--- src/verilog/gpc_pkg.sv ---
// Constants for the two-pin general-purpose I/O control block.
// Assumes a 32-bit register port with byte addresses and one clock domain.

package gpc_pkg;

   // =========================================================================
   // Register map
   // =========================================================================
   localparam int          GPC_ADDR_W        = 12;
   localparam int          GPC_DATA_W        = 32;
   localparam logic [11:0] GPC_OFS_PIN_CTRL  = 12'h0008;
   localparam logic [11:0] GPC_OFS_STRAP     = 12'h000C;

   // =========================================================================
   // Per-pin field layout, repeated every GPC_PIN_STRIDE bits
   // =========================================================================
   localparam int          GPC_NUM_PINS      = 2;
   localparam int          GPC_PIN_STRIDE    = 4;
   localparam int          GPC_FLD_IN_EN     = 0;
   localparam int          GPC_FLD_OUT_EN    = 1;
   localparam int          GPC_FLD_SRC_SEL   = 2;
   localparam int          GPC_FLD_DATA      = 3;
   localparam int          GPC_CTRL_W        = 8;

   // Input enabled, output disabled, pin data source, data low, per pin.
   localparam logic [7:0]  GPC_CTRL_RST      = 8'h11;

   // =========================================================================
   // Strap status register layout
   // =========================================================================
   localparam int          GPC_STRAP_VALID   = 2;
   localparam logic [31:0] GPC_READ_ZERO     = 32'h0000_0000;

endpackage

--- src/verilog/gpc_pin_pair.sv ---
// Control register and read-back for general-purpose I/O pins 0 and 1.
// Assumes a single-cycle register port and pin inputs synchronous to mclk.

`timescale 1ns/1ps
`default_nettype none

// Overview of operation
// - Bit 0 turns pin 0 input mode on.
// - Pin 0 level latched after reset as strap.
// - Bit 1 enables pin 0 output, reset off.
// - Bit 2 picks data or test source.
// - Bit 3 drives pin 0, reads pin level when bit 0 is set.
// - Bit 4 pin 1 input mode and strap.
// - Bit 5 enables pin 1 output, reset off.
// - Bit 6 picks pin 1 data or test.
// - Bit 7 is driven onto pin 1.
// - Reading bit 7 returns pin 1 level when bit 4 is set, else the stored bit.
module gpc_pin_pair
   import gpc_pkg::*;
#(
   parameter int          NPIN     = GPC_NUM_PINS,
   parameter logic [7:0]  CTRL_RST = GPC_CTRL_RST
) (
   input  wire logic                  mclk,
   input  wire logic                  srst,
   input  wire logic                  ce,
   input  wire logic [GPC_ADDR_W-1:0] addr,
   input  wire logic [GPC_DATA_W-1:0] wr_data,
   input  wire logic                  wr_stb,
   input  wire logic                  rd_stb,
   output var  logic [GPC_DATA_W-1:0] rd_data,
   input  wire logic [NPIN-1:0]       gpio_i,
   output var  logic [NPIN-1:0]       gpio_o,
   output var  logic [NPIN-1:0]       gpio_oe,
   input  wire logic [NPIN-1:0]       test_sig,
   output var  logic [NPIN-1:0]       mode_strap,
   output var  logic                  mode_strap_valid
);

   // =========================================================================
   // Field access
   // =========================================================================
   function automatic logic fld(input logic [GPC_CTRL_W-1:0] c, input int pin, input int f);
      fld = c[pin * GPC_PIN_STRIDE + f];
   endfunction

   // =========================================================================
   // Control register
   // =========================================================================
   logic [GPC_CTRL_W-1:0] ctrl_r;
   wire logic             hit_ctrl;
   wire logic             hit_strap;

   assign hit_ctrl  = (addr == GPC_OFS_PIN_CTRL);
   assign hit_strap = (addr == GPC_OFS_STRAP);

   // The data bits store what software writes even while input mode is on,
   // so turning the output on later drives the last value written.
   always_ff @(posedge mclk) begin
      if (srst) begin
         ctrl_r <= CTRL_RST;
      end else if (ce && wr_stb && hit_ctrl) begin
         ctrl_r <= wr_data[GPC_CTRL_W-1:0];
      end
   end

   // =========================================================================
   // Per-pin decode and output cells
   // =========================================================================
   logic [NPIN-1:0]       in_en;
   logic [NPIN-1:0]       rd_bit;
   logic [GPC_CTRL_W-1:0] ctrl_view;

   generate
      for (genvar p = 0; p < NPIN; p++) begin : g_pin
         assign in_en[p]  = fld(ctrl_r, p, GPC_FLD_IN_EN);
         // Input mode shows the pin; otherwise the stored data bit reads back.
         assign rd_bit[p] = in_en[p] ? gpio_i[p] : fld(ctrl_r, p, GPC_FLD_DATA);

         gpc_pin_cell u_cell (
            .mclk     (mclk),
            .srst     (srst),
            .ce       (ce),
            .out_en   (fld(ctrl_r, p, GPC_FLD_OUT_EN)),
            .src_sel  (fld(ctrl_r, p, GPC_FLD_SRC_SEL)),
            .data_bit (fld(ctrl_r, p, GPC_FLD_DATA)),
            .test_sig (test_sig[p]),
            .pin_o    (gpio_o[p]),
            .pin_oe   (gpio_oe[p])
         );
      end
   endgenerate

   always_comb begin
      ctrl_view = ctrl_r;
      for (int p = 0; p < NPIN; p++) begin
         ctrl_view[p * GPC_PIN_STRIDE + GPC_FLD_DATA] = rd_bit[p];
      end
   end

   // =========================================================================
   // Strap capture
   // =========================================================================
   gpc_strap_latch #(
      .N (NPIN)
   ) u_strap (
      .mclk        (mclk),
      .srst        (srst),
      .ce          (ce),
      .pin_in      (gpio_i),
      .in_en       (in_en),
      .strap       (mode_strap),
      .strap_valid (mode_strap_valid)
   );

   // =========================================================================
   // Read port
   // =========================================================================
   // Unmapped addresses read as zero; the data is valid only in the cycle
   // after the strobe and is cleared on other edges with ce high; with ce low it holds.
   logic [GPC_DATA_W-1:0] rd_mux;

   always_comb begin
      rd_mux = GPC_READ_ZERO;
      if (hit_ctrl) begin
         rd_mux[GPC_CTRL_W-1:0] = ctrl_view;
      end else if (hit_strap) begin
         rd_mux[NPIN-1:0]        = mode_strap;
         rd_mux[GPC_STRAP_VALID] = mode_strap_valid;
      end
   end

   always_ff @(posedge mclk) begin
      if (srst) begin
         rd_data <= GPC_READ_ZERO;
      end else if (ce) begin
         rd_data <= rd_stb ? rd_mux : GPC_READ_ZERO;
      end
   end

endmodule

`default_nettype wire

--- src/verilog/gpc_pin_cell.sv ---
// Output path of one I/O pin: source select, data and output enable.
// Assumes the pin wire is resolved outside from pin_o and pin_oe.

`timescale 1ns/1ps
`default_nettype none

module gpc_pin_cell (
   input  wire logic mclk,
   input  wire logic srst,
   input  wire logic ce,
   input  wire logic out_en,
   input  wire logic src_sel,
   input  wire logic data_bit,
   input  wire logic test_sig,
   output var  logic pin_o,
   output var  logic pin_oe
);

   // =========================================================================
   // Driver selection
   // =========================================================================
   wire logic pin_o_nxt;

   // The test source is only meant for factory test mode.
   assign pin_o_nxt = src_sel ? test_sig : data_bit;

   always_ff @(posedge mclk) begin
      if (srst) begin
         pin_o  <= 1'b0;
         pin_oe <= 1'b0;
      end else if (ce) begin
         pin_o  <= pin_o_nxt;
         pin_oe <= out_en;
      end
   end

endmodule

`default_nettype wire

--- src/verilog/gpc_strap_latch.sv ---
// Captures the mode-select straps once, at the first enabled edge after reset.
// Assumes pin levels are synchronous to mclk and held stable around release.

`timescale 1ns/1ps
`default_nettype none

module gpc_strap_latch #(
   parameter int N = 2
) (
   input  wire logic         mclk,
   input  wire logic         srst,
   input  wire logic         ce,
   input  wire logic [N-1:0] pin_in,
   input  wire logic [N-1:0] in_en,
   output var  logic [N-1:0] strap,
   output var  logic         strap_valid
);

   // =========================================================================
   // One-shot capture at the trailing edge of reset
   // =========================================================================
   // A pin whose input mode is off reads back as a zero strap.
   always_ff @(posedge mclk) begin
      if (srst) begin
         strap       <= '0;
         strap_valid <= 1'b0;
      end else if (ce && !strap_valid) begin
         strap       <= pin_in & in_en;
         strap_valid <= 1'b1;
      end
   end

endmodule

`default_nettype wire

--- config.mk ---
export PLATFORM = sky130hd
export DESIGN_NAME = gpc_pin_pair
export DESIGN_NICKNAME = d
export VERILOG_FILES = /design/src/verilog/gpc_pkg.sv /design/src/verilog/gpc_pin_pair.sv /design/src/verilog/gpc_pin_cell.sv /design/src/verilog/gpc_strap_latch.sv
export SDC_FILE = /design/constraint.sdc
export NUM_CORES = 1
export LEC_CHECK = 0
export BUFFER_PORTS_ARGS = -buffer_cell sky130_fd_sc_hd__buf_2
export CAP_MARGIN = 5
export CELL_PAD_IN_SITES_DETAIL_PLACEMENT = 0
export CELL_PAD_IN_SITES_GLOBAL_PLACEMENT = 1
export CORE_MARGIN = 3
export CORE_UTILIZATION = 27
export DETAILED_ROUTE_END_ITERATION = 10
export PLACE_DENSITY_LB_ADDON = 0.25
export SLEW_MARGIN = 30
export SYNTH_ARGS = -nofsm -noshare
export SYNTH_HDL_FRONTEND = slang
export SYNTH_SLANG_ARGS = --single-unit
--- constraint.sdc ---
create_clock -name mclk -period 1.3 [get_ports mclk]
set_clock_uncertainty 0.15 [all_clocks]
set_input_delay 0.195 -clock mclk [delete_from_list [all_inputs] [get_ports mclk]]
set_output_delay 0.195 -clock mclk [all_outputs]
set_load 0.02 [all_outputs]
==> run_results.csv <==
group,metric,value,unit
run_status,outcome,"finished clean",
worst_setup_path,critPathBufInv,1,
worst_setup_path,worstPathArrival,0.88,ns
die,start_util,29.45,%
timing,fmax,815.8,MHz
clock_network,postCtsHoldBufs,0,
global_route,grt-ovfl-total,0,
route,vias_per_cell,4.129,
power_and_ir_drop,irDropWorstVdd,302.8,uV
worst_setup_path,max_stage_delay,0.42,ns
logic_synthesis,synth-main-ff-cell,"dfxtp_1",
logic_synthesis,synth_area_per_cell,9.304,sq um
die,rows,23,
placed_design,dp_slack,-0.1455,ns
timing,layout_worst_path_cycle_share,94.29,%
die,die-area,5432,sq um
timing,rsz0062_at_grt,"no",
route,firstDrtPassIters,4,
route,wl_per_cell,11.51,um
logic_synthesis,synth.area.top_cells,"dfxtp_1 37%, buf_4 17%, mux2i_1 14%",
global_route,grtUsageTotal,9.323,%
logic_synthesis,syn_inst,133,
die,die_x,73.70,um
cells_and_area,synthToLayoutAreaGrowth,16.68,%
timing,period_needed,1.226,ns
clock_network,clockBufferDepth,2,
logic_synthesis,synth_cell_type_count,20,
logic_synthesis,synth_common_cells,"28 x buf_4, 23 x dfxtp_1, 17 x mux2i_1",
global_route,grt_pass1_vias,874,
power_and_ir_drop,power,1.361,mW
timing,hold_viol_final,0,
timing,postLayoutSetupSlackWorst,0.07425,ns
placed_design,portBuffers,43,
logic_synthesis,async_flop_share,0,%
route,postRouteAntennaNets,0,
clock_network,cts-buffers-inserted,3,
clock_network,htree_levels,1,
logic_synthesis,yosysSeqAreaShare,37.21,%
route,vias,925,
logic_synthesis,yosysMostFrequentCell,"buf_4",
worst_setup_path,path_max_fanout,7,
clock_network,clock-sinks,23,
route,wl,2579,um
logic_synthesis,ys_seq_elements,23,
clock_network,cts_tree,"yes",
worst_setup_path,cp_slowest_cell,"dfxtp_1",
clock_network,insertion_delay,0.26,ns
clock_network,root_buffer,"clkbuf_8",
logic_synthesis,synth_edf_count,0,
worst_setup_path,worstSetupEndpointType,"output port",
flow_run,drv_cap,0,
worst_setup_path,path_cells,"buf_2",
die,fp.coreArea,4202,sq um
route,drt_iter0_drc,24,
global_route,grt_pass1_wl,3946,um
logic_synthesis,synth_top_area_share,37.21,%
cells_and_area,diodes,0,
timing,setup_viol,0,
global_route,grt_max_degree,24,
placed_design,place.gp.congestion,0.6958,
min_path,hp-class,"input port to register",
cells_and_area,drive_above_1_share,31.03,%
clock_network,clk_transition_reported_paths,0.08,ns
die,die_y,73.70,um
global_route,antenna_found_initial,0,
logic_synthesis,yosysTopAreaCell,"dfxtp_1",
power_and_ir_drop,pwr_density_cell,942.7,nW/um^2
logic_synthesis,syn-cell-area,1237,sq um
die,ioPinCount,92,
timing,slew_violations,0,
logic_synthesis,yosysWarnings,0,
cells_and_area,fin_nets,228,
power_and_ir_drop,power.leakage,0.7435,nW
worst_setup_path,startpoint_type,"register",
worst_setup_path,cp_top_family,"flip-flops",
worst_setup_path,crit_type,"register to output port",
route,drc,0,
placed_design,dp_hpwl,2126,um
clock_network,post_cts_buffers,0,
worst_setup_path,worst_ep_required_time,0.95,ns
clock_network,cts_resized,0,
[logic make-up (layout without fill, tap and decap cells)]
| family | Yosys count | in the layout | share of synthesized area, % |
|---|---|---|---|
| flops | 23 | 23 | 37.21 |
| mux | 17 | 17 | 13.75 |
| simple gates | 42 | 42 | 23.16 |
| other cells | 1 | 24 | 0.3030 |
| compound gates | 14 | 14 | 6.067 |
| buf+inv | 36 | 54 | 19.51 |
[power breakdown]
part / total (mW) / switching [mW] / internal (mW)
Clock: 0.433 / 0.220 / 0.213
Sequential: 0.719 / 0.00678 / 0.712
Combinational: 0.208 / 0.136 / 0.0721
[through the flow]
stage	util [%]	hold WS [ns]	std cells	instance area, sq um	setup TNS (ns)
floorplan	-	0.1971	156	1324	0
global placement	33.26	0.2881	220	1398	-1.295
detailed placement	33.26	0.2959	220	1398	-1.558
CTS	34.37	0.02190	224	1444	0
global route	34.37	0.03269	224	1444	0
finish	34.37	0.02955	224	1444	0
[sequential cells by signal, indices dropped and copies added, names as in the netlist]
register	cells
u_strap.strap_valid	1
ctrl_r	8
g_pin.u_cell.pin_o	2
g_pin.u_cell.pin_oe	2
u_strap.strap	2
rd_data	8
[final timing paths]
check,start,slack [ns],end,depth (start not counted)
min,wr_data[3],0.03,ctrl_r[3],3
min reg2reg,rd_data[0],0.31,rd_data[0],2
max,u_strap.strap_valid,0.07,mode_strap_valid,1
max reg2reg,ctrl_r[4],0.35,rd_data[7],2
[layout make-up]
cell class,count,area (sq um)
Multi-Input combinational cell,97,621.8
Clock buffer,3,41.29
Clock inverter,1,5.005
Sequential cell,23,460.4
Fill cell,459,2758
Tap cell,50,62.56
Inverter,4,15.01
Timing Repair Buffer,46,237.7
[cell usage in the layout (no fill, tap or decap), drive strengths merged, types with 2 or more instances in the layout]
master	netlist	final
o21ai	10	10
nand2	8	8
nand4	3	3
nor2b	2	2
a211oi	2	2
a21oi	2	2
nand4b	2	2
nor4b	2	2
conb	1	24
nor2	11	11
inv	4	4
buf	29	46
nand2b	12	12
clkbuf	3	3
mux2i	17	17
dfxtp	23	23
[layer usage]
metal  vias to the layer above  GRT usage (%)  part of all wire, %
met5                         -              0                    0
met4                         0          3.622                  1.2
met3                         2          2.052                   10
met2                        42          16.14                   48
met1                       409          11.08                   40
li1                        472              -                    -
Note: power is estimated with default switching activity, not from simulation.
